--- src/shared/op_mode_map.svh ---
// Purpose: constants for the operation mode selector
// Assumes: settings arrive as small unsigned codes
// Notes: definitions only
`ifndef OP_MODE_MAP_SVH
`define OP_MODE_MAP_SVH
// =====================================
// mode select setting codes
`define MSEL_W 4
`define MSEL_SWITCH 4'h0
`define MSEL_PANEL 4'h1
`define MSEL_EXT 4'h2
`define MSEL_COMB_A 4'h3
`define MSEL_COMB_B 4'h4
`define MSEL_RUNSW 4'h6
`define MSEL_INTERLOCK 4'h7
// =====================================
// communication startup codes
`define CSTART_W 5
`define CSTART_0 5'h00
`define CSTART_1 5'h01
`define CSTART_2 5'h02
`define CSTART_10 5'h0a
`define CSTART_12 5'h0c
// =====================================
// terminal function codes
`define FUNC_W 8
`define FUNC_PANEL_EXT 8'h10
`define FUNC_INTERLOCK 8'h0c
`define FUNC_PANEL_NET 8'h41
`define FUNC_EXT_NET 8'h42
// =====================================
// command source setting
`define NSRC_W 2
`define NSRC_OPTION 2'h0
`endif

--- src/shared/op_mode_pkg.sv ---
// Purpose: types for the operation mode selector
// Assumes: nothing
// Notes: mode encoding shown on op_mode output
package op_mode_pkg;
    typedef enum logic [1:0] {
        MODE_EXT = 2'b00,
        MODE_PANEL = 2'b01,
        MODE_NET = 2'b10,
        MODE_COMB = 2'b11
    } op_mode_t;
endpackage

--- src/operation_mode_selector.sv ---
// Purpose: picks panel, external, network or combined control
// Assumes: terminal pins are asynchronous; settings are static on core_clk
// Notes: one cycle of mode latency after the second sync stage
//
// Operation
// - panel/external change only while stopped, 6 running
// - panel/external switch valid for selection 0,6,7
// - terminal codes 16, 65, 66 assign switches
// - selection 0/6: switch on external, off panel
// - selection 2 fixed external, network still allowed
// - selection 1 panel; 3/4 combined, fixed
// - selection 7 interlock off forces external
// - selection 7 interlock on: normal, output stop
// - precedence setting, interlock, ext/net, panel/net, panel/ext
// - network switches act only stopped, 6 running
// - panel/net needs selection 0/6, startup 10/12
// - panel/net on panel, off network
// - panel request plus ext/net gives network
// - network request falls to panel in cases
// - startup 10/12 with 0/6 refuses external
// - startup 10/12 with selection 2 network fixed
// - startup 10/12, 7, interlock: ext/panel by switch
// - ext/net needs 0,2,6,7 and startup 0-2
// - ext/net on network, off external
// - network request without option gives panel, external in 2
// - external request: panel/ext or panel/net decides
// - selection 2 refuses change into panel
// - no interlock terminal: output stop input used
`timescale 1ns/1ps
`include "op_mode_map.svh"

module operation_mode_selector #(
    parameter int N_TERM = 12
) (
    // clock and reset
    input wire logic core_clk,
    input wire logic rst_n,
    // settings
    input wire logic [`MSEL_W-1:0] mode_select_setting,
    input wire logic [`CSTART_W-1:0] comm_startup_setting,
    input wire logic [`NSRC_W-1:0] net_command_source_setting,
    input wire logic comm_option_fitted,
    input wire logic [N_TERM*`FUNC_W-1:0] input_terminal_function_selectors,
    // pins
    input wire logic [N_TERM-1:0] term_pins,
    input wire logic output_stop_input,
    input wire logic forward_run_command,
    input wire logic reverse_run_command,
    input wire logic motor_running,
    // status
    output op_mode_pkg::op_mode_t op_mode,
    output logic output_stop
);
    // =====================================
    // pin synchronisers
    logic [N_TERM+3:0] sync1;
    logic [N_TERM+3:0] sync2;
    always_ff @(posedge core_clk or negedge rst_n) begin
        if (!rst_n) begin
            sync1 <= '0;
            sync2 <= '0;
        end else begin
            sync1 <= {motor_running, reverse_run_command, forward_run_command, output_stop_input, term_pins};
            sync2 <= sync1;
        end
    end
    wire logic [N_TERM-1:0] pins_s = sync2[N_TERM-1:0];
    wire logic mrs_s = sync2[N_TERM];
    wire logic stopped = !sync2[N_TERM+1] && !sync2[N_TERM+2] && !sync2[N_TERM+3];

    // =====================================
    // terminal function decode
    function automatic logic [1:0] find_func(input logic [N_TERM*`FUNC_W-1:0] sel,
            input logic [N_TERM-1:0] pins, input logic [`FUNC_W-1:0] code);
        logic [1:0] r;
        r = 2'b00;
        for (int i = 0; i < N_TERM; i++) begin
            if (sel[i*`FUNC_W +: `FUNC_W] == code) begin
                r = {1'b1, r[0] | pins[i]};
            end
        end
        return r;
    endfunction

    wire logic [1:0] f_pe = find_func(input_terminal_function_selectors, pins_s, `FUNC_PANEL_EXT);
    wire logic [1:0] f_pn = find_func(input_terminal_function_selectors, pins_s, `FUNC_PANEL_NET);
    wire logic [1:0] f_en = find_func(input_terminal_function_selectors, pins_s, `FUNC_EXT_NET);
    wire logic [1:0] f_il = find_func(input_terminal_function_selectors, pins_s, `FUNC_INTERLOCK);
    // unassigned panel/ext reads as off, i.e. panel
    wire logic pe_on = f_pe[1] && f_pe[0];
    wire logic pn_on = f_pn[1] && f_pn[0];
    wire logic en_on = f_en[1] && f_en[0];
    wire logic interlock = f_il[1] ? f_il[0] : mrs_s;

    // =====================================
    // setting decode
    wire logic [`MSEL_W-1:0] ms = mode_select_setting;
    wire logic ms_sw = (ms == `MSEL_SWITCH);
    wire logic ms_run = (ms == `MSEL_RUNSW);
    wire logic ms_ext = (ms == `MSEL_EXT);
    wire logic ms_il = (ms == `MSEL_INTERLOCK);
    wire logic cs_pn = (comm_startup_setting == `CSTART_10) || (comm_startup_setting == `CSTART_12);
    wire logic cs_en = (comm_startup_setting == `CSTART_0) || (comm_startup_setting == `CSTART_1)
        || (comm_startup_setting == `CSTART_2);
    wire logic no_net = (net_command_source_setting == `NSRC_OPTION) && !comm_option_fitted;
    // selection 6 allows change while running
    wire logic may_change = stopped || ms_run;
    wire logic il_ok = !ms_il || interlock;

    // panel/external level
    wire logic pe_mode_ext = pe_on;
    // panel/network path
    wire logic pn_active = cs_pn && f_pn[1] && (ms_sw || ms_run);
    wire logic pn_net_req = !pn_on;
    wire logic pn_go_panel = no_net || !pe_on;
    // external/network path
    wire logic en_active = cs_en && f_en[1] && (ms_sw || ms_run || ms_ext || ms_il) && il_ok;

    // =====================================
    // mode resolution, in precedence order
    op_mode_pkg::op_mode_t target;
    always_comb begin
        target = op_mode;
        if (ms == `MSEL_PANEL) begin
            target = op_mode_pkg::MODE_PANEL;
        end else if (ms == `MSEL_COMB_A || ms == `MSEL_COMB_B) begin
            target = op_mode_pkg::MODE_COMB;
        end else if (ms_il && !interlock) begin
            target = op_mode_pkg::MODE_EXT;
        end else if (ms_ext && cs_pn) begin
            target = op_mode_pkg::MODE_NET;
        end else if (en_active) begin
            if (en_on) begin
                // selection 2 never falls back to panel, even without the option
                if (no_net && ms_ext) begin
                    target = op_mode_pkg::MODE_EXT;
                end else begin
                    target = no_net ? op_mode_pkg::MODE_PANEL : op_mode_pkg::MODE_NET;
                end
            end else if (ms_ext) begin
                target = op_mode_pkg::MODE_EXT;
            end else if (f_pn[1]) begin
                target = pn_on ? op_mode_pkg::MODE_PANEL : op_mode_pkg::MODE_NET;
            end else begin
                target = pe_on ? op_mode_pkg::MODE_EXT : op_mode_pkg::MODE_PANEL;
            end
        end else if (pn_active) begin
            if (!pn_net_req) begin
                target = en_on ? op_mode_pkg::MODE_NET : op_mode_pkg::MODE_PANEL;
            end else begin
                target = pn_go_panel ? op_mode_pkg::MODE_PANEL : op_mode_pkg::MODE_NET;
            end
        end else if (cs_pn && (ms_sw || ms_run)) begin
            // external refused here; keep network or panel
            if (op_mode == op_mode_pkg::MODE_EXT) begin
                target = op_mode_pkg::MODE_NET;
            end
        end else if (ms_ext) begin
            if (op_mode != op_mode_pkg::MODE_NET) begin
                target = op_mode_pkg::MODE_EXT;
            end
        end else if (ms_sw || ms_run || ms_il) begin
            target = pe_mode_ext ? op_mode_pkg::MODE_EXT : op_mode_pkg::MODE_PANEL;
        end
    end

    // fixed settings and forced external act at once; switches wait for stop except in selection 6
    wire logic forced = (ms == `MSEL_PANEL) || (ms == `MSEL_COMB_A) || (ms == `MSEL_COMB_B)
        || (ms_il && !interlock) || (ms_ext && cs_pn);
    wire op_mode_pkg::op_mode_t next_op_mode = (forced || may_change) ? target : op_mode;
    wire logic next_output_stop = ms_il && interlock && (next_op_mode == op_mode_pkg::MODE_EXT)
        && mrs_s && !f_il[1];

    // =====================================
    // state
    always_ff @(posedge core_clk or negedge rst_n) begin
        if (!rst_n) begin
            op_mode <= op_mode_pkg::MODE_EXT;
            output_stop <= 1'b0;
        end else begin
            op_mode <= next_op_mode;
            output_stop <= next_output_stop;
        end
    end
endmodule // operation_mode_selector

--- config.mk ---
export PLATFORM = sky130hd
export DESIGN_NAME = operation_mode_selector
export DESIGN_NICKNAME = d
export VERILOG_FILES = /design/src/shared/op_mode_pkg.sv /design/src/operation_mode_selector.sv
export VERILOG_INCLUDE_DIRS = /design/src /design/src/shared
export SDC_FILE = /design/constraint.sdc
export NUM_CORES = 1
export LEC_CHECK = 0
export BUFFER_PORTS_ARGS = -buffer_cell sky130_fd_sc_hd__buf_2
export CAP_MARGIN = 15
export CORE_ASPECT_RATIO = 1.5
export CORE_MARGIN = 1
export CORE_UTILIZATION = 28
export DETAILED_ROUTE_END_ITERATION = 7
export PLACE_DENSITY = 0.55
export REMOVE_ABC_BUFFERS = 1
export SYNTH_ARGS = -nofsm -noshare
export SYNTH_HDL_FRONTEND = slang
export SYNTH_SLANG_ARGS = --single-unit
--- constraint.sdc ---
create_clock -name core_clk -period 3.2 [get_ports core_clk]
set_clock_uncertainty 0.15 [all_clocks]
set_input_delay 0.32 -clock core_clk [delete_from_list [all_inputs] [get_ports core_clk]]
set_output_delay 0.32 -clock core_clk [all_outputs]
set_load 0.01 [all_outputs]
[After elaboration in Yosys (flattened, before gate mapping)]
Index checks and enable logic that the tools add are counted.
Operators by class
  equality and inequality tests: 59
  bitwise gates (word level): 44
  reduce and logical (&&, ||, !) cells: 48
  muxes and demuxes: 71
Operator list (number)
  $eq 8x7->1 const B: 24
  $mux 2: 69
  $eq 8x4->1 const B: 12
  $eq 8x5->1 const B: 12
  $or 1x1->1: 44
  $logic_and 1x1->1: 19
  $logic_or 1x1->1: 16
  $eq 4x3->1 const B: 3
  $eq 5x4->1 const B: 2
  $eq 4x2->1 const B: 2
  $logic_not 1->1: 8
  $logic_not 2->1: 3
  $eq 5x1->1 const B: 1
  $eq 5x2->1 const B: 1
  $logic_not 5->1: 1
  $eq 4x1->1 const B: 1
  $logic_not 4->1: 1
  $mux 1: 2
  $ne 2x2->1 const B: 1
Storage, ports and cells
  bits of input ports: 126
  output and inout port bits: 3
  register bits: 35

[Depth between registers and ports, before layout]
Gate-level depths: netlist of the first run.
  word-level depth: 40
  depth in mapped cells: 9
  depth with buffers taken out: 9

[Least setup slack after synthesis of the first run]
No wires, ideal clock.
  path kind: input to register
  start point: input input_terminal_function_selectors[80]
  end point: register output_stop
  stages on the path: 9
  library setup time: 0.095 ns
  path buffers: 0
  arrival: 2.338 ns
  slack: 0.617 ns
  path through: or4_4 or4_4 nand4_2 or3_2 o2111ai_2 nand2_1 a2111oi_1 a211o_1 nor4b_2
Between the ends
  longest elaborated chain between the ends: 20
Ends and longest elaborated chain
  start, declared: line operation_mode_selector.sv:43  | input wire logic [N_TERM*`FUNC_W-1:0] input_terminal_function_selectors,
  $eq 8x5->1: line operation_mode_selector.sv:78  | if (sel[i*`FUNC_W +: `FUNC_W] == code) begin
  $mux 2: line operation_mode_selector.sv:78
  $or 1x1->1: line operation_mode_selector.sv:79  | r = {1'b1, r[0] | pins[i]};
  $mux 2: line operation_mode_selector.sv:78
  $logic_and 1x1->1: line operation_mode_selector.sv:90  | wire logic pe_on = f_pe[1] && f_pe[0];
  $mux 1 / $logic_not 1->1 (equally long branches): line operation_mode_selector.sv:145, operation_mode_selector.sv:163, operation_mode_selector.sv:115
  $mux 2 / $logic_or 1x1->1 (equally long branches): line operation_mode_selector.sv:162, operation_mode_selector.sv:115
  $mux 2 (on tied branches): line operation_mode_selector.sv:158, operation_mode_selector.sv:151
  [5 not listed]
  $mux 2: line operation_mode_selector.sv:126  | end else if (ms == `MSEL_COMB_A || ms == `MSEL_COMB_B) begin
  $mux 2: line operation_mode_selector.sv:124  | if (ms == `MSEL_PANEL) begin
  $mux 2 (*): line operation_mode_selector.sv:170  | wire op_mode_pkg::op_mode_t next_op_mode = (forced || may_change) ? target : op_mode;
  named net next_op_mode[0]: line operation_mode_selector.sv:170
  $logic_not 2->1 (*): line operation_mode_selector.sv:171  | wire logic next_output_stop = ms_il && interlock && (next_op_mode == op_mode_pkg::MODE_EXT)
  $logic_and 1x1->1 (*): line operation_mode_selector.sv:171
  $logic_and 1x1->1 (*) (2 in a row): line operation_mode_selector.sv:172  | && mrs_s && !f_il[1];
  named net next_output_stop: line operation_mode_selector.sv:171
  end signal, assigned: line operation_mode_selector.sv:182  | output_stop <= next_output_stop;
  end, declared: line operation_mode_selector.sv:52  | output logic output_stop
Mark *: on every way through the listed nets, which the timed path passes. The rest lies on a longest branch.

[Final worst setup path of the first run]
  start point: register sync2[5]
  end point: register output_stop
Between the ends
  longest elaborated chain between the ends: 30
Ends and longest elaborated chain
  start, declared: line operation_mode_selector.sv:57  | logic [N_TERM+3:0] sync2;
  start signal, assigned: line operation_mode_selector.sv:64  | sync2 <= sync1;
  $or 1x1->1: line operation_mode_selector.sv:79
  $mux 2: line operation_mode_selector.sv:78
  $or 1x1->1: line operation_mode_selector.sv:79
  $mux 2: line operation_mode_selector.sv:78
  $or 1x1->1: line operation_mode_selector.sv:79
  $mux 2: line operation_mode_selector.sv:78
  $or 1x1->1: line operation_mode_selector.sv:79
  $mux 2: line operation_mode_selector.sv:78
  [15 not listed]
  $mux 2: line operation_mode_selector.sv:126
  $mux 2: line operation_mode_selector.sv:124
  $mux 2 (*): line operation_mode_selector.sv:170
  named net next_op_mode[1]: line operation_mode_selector.sv:170
  $logic_not 2->1 (*): line operation_mode_selector.sv:171
  $logic_and 1x1->1 (*): line operation_mode_selector.sv:171
  $logic_and 1x1->1 (*) (2 in a row): line operation_mode_selector.sv:172
  named net next_output_stop: line operation_mode_selector.sv:171
Marked as above.

==> results.py, run 1 <==
metrics = {
    "setup_path": {
        "critPathLaunch": "sync2[5]",
        "cpPeakStageDelay_ps": 540,
        "cp_top_family": "simple AND/OR/NAND/NOR gates",
        "critical_path_class": "reg -> reg",
        "worst-path-buf-inv": 0,
        "cp.required_ps": 3230,
        "cp_slowest_cell": "nor4_1",
        "r2r_start": "sync2[5]",
        "r2r_cells": 9,
        "r2r_slack_ps": 530,
        "r2r-end": "output_stop",
        "worstPathMaxFanout": 4,
        "end_kind": "flip-flop",
        "cp-start-kind": "flip-flop",
        "crit_chain": "nor4bb_1 -> nand3_1 -> o2111ai_1 -> nor4_1 -> nor2_1 -> mux2_1 -> a311oi_1 -> o21ai_1 -> nor4b_2",
        "cp.arrival_ps": 2710,
    },
    "timing": {
        "rsz0062_at_grt": "no",
        "slew_headroom": 0.497,
        "min_period_ps": 2670,
        "whs_ps": 1.78,
        "worstMarginPinSlew_ps": 755,
        "fmax_mhz": 374,
        "hold_viol": 0,
        "slew_violations": 0,
        "setup_viol": 0,
        "min_period_over_period": 0.835,
        "fin_tns_setup_ps": 0,
    },
    "logic_synthesis": {
        "synth-edff-count": 0,
        "synth_top_area_frac": 0.356,
        "avgSynthCellArea_sq_um": 9.02,
        "ys_types": 56,
        "ys_seq_elements": 35,
        "yosysMostFrequentCell": "dfrtp_1",
        "ys_seq_area_frac": 0.356,
        "yosys_warnings": 0,
        "yosysTopAreaCell": "dfrtp_1",
        "syn_area_sq_um": 2460,
        "yosys-top-cells-area": "dfrtp_1, nor4b_1, nand3_1",
        "ys_async_sr_fraction": 1.00,
        "synthCells": 273,
        "yosys-top-cells-count": "dfrtp_1, nand3_1, nand2_1, nor4b_1",
        "synth_flop_cell": "dfrtp_1",
    },
    "layout": {
        "fill_cells": 856,
        "seqCellArea_sq_um": 876,
        "area_growth_pct": 41.9,
        "multi_input_area_sq_um": 1540,
        "diodes": 0,
        "nets": 545,
        "drive_above_1_share": 0.351,
    },
    "grt": {
        "grt_pass1_vias": 2937,
        "overflow": 0,
        "grt_util_all_layers": 0.192,
        "grt_antenna_before_repair": 0,
        "grt_pass1_wl_um": 13400,
        "grt_max_degree": 36,
    },
    "routing": {
        "drt_iter0_drc": 103,
        "routed_via_density": 5.49,
        "ant_nets": 0,
        "totalWireLength_um": 8620,
        "drc": 0,
        "drt_first_pass_iters": 4,
        "wire_per_inst_um": 16.4,
        "vias": 2888,
    },
    "placed_design": {
        "io_buffers": 128,
        "gp_congestion": 0.879,
        "dpl.hpwl_um": 7440,
    },
    "status": {
        "status": "finished, final reports clean",
    },
    "cts": {
        "cts_made_buffers": 5,
        "cts_hold_buf": 9,
        "path_clk_slew_ps": 50,
        "cts_sinks": 35,
        "clockBufferDepth": 2,
        "post-cts-setup-buffers": 0,
        "ctsResizeCount": 0,
        "cts_tree": "yes",
        "clk_latency_ps": 270,
        "htree_levels": 2,
        "root_buffer": "clkbuf_16",
    },
    "floorplanning": {
        "io_pins": 129,
        "start_util": 0.291,
        "dieHeight_um": 117,
        "row_count": 41,
        "die_area_sq_um": 9190,
        "core_sq_um": 8460,
        "die_w_um": 78.6,
    },
    "min_path": {
        "hold_end": "sync1[14]",
        "min_delay_path_depth": 1,
        "worst_hold_startpoint": "reverse_run_command",
        "hold_path.class": "in -> reg",
    },
    "pwr": {
        "vdd_drop_max_mv": 0.427,
        "p_seq_frac": 0.403,
        "p_total_mw": 1.23,
        "power.share.clock": 0.379,
        "p_leak_nw": 1.49,
        "p_comb_frac": 0.218,
        "power_density_nw_per_um2": 351,
        "net-switching-power_uw": 324,
        "switching_share": 0.265,
        "p_int_uw": 901,
    },
    "flow_run": {
        "drv_cap": 0,
    },
}
## cells by family after synthesis
kind of cell,Yosys count,synth area share
AND/OR/NAND/NOR,176,0.451
AO/OA/AOI/OAI,48,0.159
flip-flops,35,0.356
buffers and inverters,10,0.0183
XOR/XNOR,2,0.00711
multiplexers,2,0.00863
## power groups by stage
stage          Clock [mW]  Sequential (mW)  Combinational (mW)
6_report            0.464            0.495               0.267
5_1_grt             0.499            0.497               0.294
4_1_cts             0.479            0.494               0.265
3_5_place_dp            0            0.502               0.256
3_3_place_gp            0            0.501               0.252
2_1_floorplan           0            0.498              0.0980
## registers in the layout (all words and copies together) (netlist names)
register and flops:
sync1 16, sync2 16, op_mode 2, output_stop 1
## cell usage in the layout, fill, tap and decap left out, types with 4 or more instances in the layout
cell type / count
nor4b_1: 17
dfrtp_1: 35
o2111ai_1: 5
nand4b_1: 5
nor2_1: 13
dlygate4sd3_1: 11
buf_2: 128
nor4bb_1: 11
nand4_1: 16
clkbuf_16: 5
nand2_1: 21
nor4_1: 16
nand3_1: 29
a21oi_1: 4
inv_1: 7
a22oi_1: 5
nor2b_1: 11
nor3_1: 14
## metal layers
layer	GRT usage	share of wire	vias to the layer above
met1	0.201	0.37	1360
met5	0	0	-
met4	0.0802	0.026	0
met3	0.0209	0.048	16
met2	0.381	0.55	101
li1	-	-	1411
## worst reg2reg max path: cells and delay by family, from the launching register on
kind	cells	cell delay, ps
muxes	1	320
and+or+nand+nor	5	1090
DFF	1	430
AOI/OAI and AO/OA	3	600
## how the worst max path moves through the flow
stage	to	slack, ps	cells past startpoint
3_3_place_gp	output_stop	320	10
6_report	output_stop	530	9
2_1_floorplan	output_stop	620	9
5_1_grt	output_stop	300	9
4_1_cts	output_stop	500	9
3_5_place_dp	output_stop	290	9
## final cells by class
cell class | count | share of cell area
clock buffers | 6 | 0.0397
clock inverters | 1 | 0.00143
inverters | 7 | 0.00752
multi-input cells | 228 | 0.441
flip-flops and latches | 35 | 0.251
well taps | 107 | 0.0383
repair buffers | 142 | 0.221
## through the flow
step | cell area (sq um) | utilization | cells | setup WS [ps]
6_report | 3500 | 0.413 | 526 | 528
5_1_grt | 3500 | 0.413 | 526 | 300
4_1_cts | 3480 | 0.411 | 524 | 498
2_1_floorplan | 2440 | - | 270 | 617
3_3_place_gp | 3240 | 0.383 | 508 | 320
3_5_place_dp | 3240 | 0.383 | 508 | 287
Power figures use the tool's default switching activity.
==> inputs of run 2 (changes only) <==
Settings changed: PLACE_DENSITY 0.55 to 0.57.
Clock period 3.2 ns to 2.45 ns, I/O delays scaled along.
==> results.py, run 2 (same netlist as run 1, synthesis figures left out) <==
metrics = {
    "cts": {
        "clockBufferDepth": 2,
        "root_buffer": "clkbuf_16",
        "htree_levels": 2,
        "cts_tree": "yes",
        "path_clk_slew_ps": 50,
        "cts_sinks": 35,
        "cts_made_buffers": 5,
        "clk_latency_ps": 280,
    },
    "layout": {
        "diodes": 0,
        "fin_area_sq_um": 4210,
        "fin_cells": 598,
        "final_cell_mix": "buf_2, buf_4, dfrtp_1",
        "drive_above_1_share": 0.466,
        "final_common_cell": "buf_2",
        "fill_cells": 840,
        "top_regs": "sync1 (16), sync2 (16), op_mode (2)",
        "nets": 616,
        "post-route-util": 0.498,
        "area_growth_pct": 71.1,
    },
    "floorplanning": {
        "die_w_um": 78.6,
        "row_count": 41,
        "dieHeight_um": 117,
        "start_util": 0.291,
        "core_sq_um": 8460,
        "die_area_sq_um": 9190,
        "io_pins": 129,
    },
    "timing": {
        "setup_viol": 0,
        "min_period_ps": 2430,
        "hold_viol": 0,
        "slew_headroom": 0.493,
        "whs_ps": 196,
        "slew_violations": 0,
        "finalWorstSetupSlack_ps": 24.7,
        "fin_tns_setup_ps": 0,
        "rsz0062_at_grt": "yes",
        "min_period_over_period": 0.990,
        "worstMarginPinSlew_ps": 761,
        "fmax_mhz": 412,
    },
    "setup_path": {
        "cp_top_family": "simple AND/OR/NAND/NOR gates",
        "cp.arrival_ps": 2460,
        "critical_path_class": "in -> reg",
        "cp_slowest_cell": "or4_4",
        "end_kind": "flip-flop",
        "crit_chain": "buf_2 -> or4_4 -> or4_4 -> nand4_2 -> or3_4 -> o2111ai_4 -> nand2_1 -> a2111oi_1 -> a211o_1 -> nor4b_2",
        "cp.required_ps": 2490,
        "worst-path-buf-inv": 1,
        "cp_common_cell": "or4_4",
        "cpPeakStageDelay_ps": 530,
        "cp-start-kind": "input pin",
        "worstPathMaxFanout": 4,
    },
    "routing": {
        "ant_nets": 0,
        "vias": 3193,
        "wire_per_inst_um": 16.0,
        "routed_via_density": 5.34,
        "drc": 0,
        "totalWireLength_um": 9570,
        "drt_iter0_drc": 133,
        "drt_first_pass_iters": 4,
    },
    "grt": {
        "overflow": 0,
        "grt_antenna_before_repair": 0,
        "grt_pass1_vias": 3249,
        "grt_util_all_layers": 0.214,
        "grt_max_degree": 36,
        "grt_pass1_wl_um": 15000,
    },
    "placed_design": {
        "io_buffers": 128,
        "dp_slack_ps": -320,
        "place_area_sq_um": 3720,
        "dpl.hpwl_um": 7920,
        "gp_congestion": 0.914,
        "post-place-cells": 572,
    },
    "pwr": {
        "power.share.clock": 0.376,
        "vdd_drop_max_mv": 0.437,
        "power_density_nw_per_um2": 420,
        "p_leak_nw": 1.91,
        "net-switching-power_uw": 481,
        "p_total_mw": 1.77,
        "switching_share": 0.272,
        "p_seq_frac": 0.365,
        "p_comb_frac": 0.259,
        "p_int_mw": 1.29,
    },
    "status": {
        "status": "finished, final reports clean",
    },
    "flow_run": {
        "drv_cap": 0,
    },
    "min_path": {
        "hold_path.class": "reg -> reg",
    },
}
==> run 2: cell count changes in the layout (fill, tap and decap cells not counted), sizes merged <==
cell	before	now
clkinv	1	0
clkinvlp	0	1
dlygate4sd3	11	17
clkbuf	6	7
buf	131	196
==> run 2: final timing paths <==
| check | cells past startpoint | from | slack (ps) | end |
|---|---|---|---|---|
| setup / recovery | 10 | input_terminal_function_selectors[80] | 20 | output_stop |
| hold / removal | 0 | sync1[8] | 200 | sync2[8] |
| setup reg to reg | 9 | sync2[3] | 70 | output_stop |
| hold reg to reg | 0 | sync1[8] | 200 | sync2[8] |
| max in group asynchronous | 2 | rst_n | 1230 | sync2[14] |
| min in group asynchronous | 2 | rst_n | 430 | sync1[5] |
==> run 2: routing by layer <==
layer,global-route usage,part of all wire
met2,0.419,0.55
met1,0.228,0.38
met3,0.0279,0.041
met5,0,0
met4,0.0864,0.023
==> run 2: cell type report <==
cell class / instances / area (sq um) / share of cell area
Timing Repair Buffer: 213 / 1330 / 0.314
Clock buffer: 7 / 153 / 0.0362
Tap cell: 107 / 134 / 0.0318
Sequential cell: 35 / 876 / 0.208
Inverter: 7 / 26.3 / 0.00624
Multi-Input combinational cell: 228 / 1690 / 0.402
Clock inverter: 1 / 7.51 / 0.00178
==> run 2: power by group through the flow <==
stage / clock, mW / combinational, mW / sequential (mW)
CTS: 0.682 / 0.438 / 0.645
global placement: 0 / 0.400 / 0.653
detailed placement: 0 / 0.406 / 0.655
floorplan: 0 / 0.128 / 0.651
global route: 0.703 / 0.499 / 0.649
finish: 0.664 / 0.458 / 0.646
==> run 2: worst register-to-register path, cell delays in order, from the launching register on <==
cell	delay, ps
dfrtp_1	420
nor4b_4	160
nand4_1	130
o41ai_4	120
nor4_4	350
nor2_1	70
mux2_4	280
a311oi_2	280
o21ai_2	120
nor4b_2	210
==> run 2: what timing repair did <==
item | in CTS | in global routing
pin swaps | 13 | 7
hold buffers | 17 | 0
setup endpoints to repair | 2 | 2
resized for setup | 15 | 11
setup buffers | 1 | 0
endpoints found under the hold margin | 51 | 0
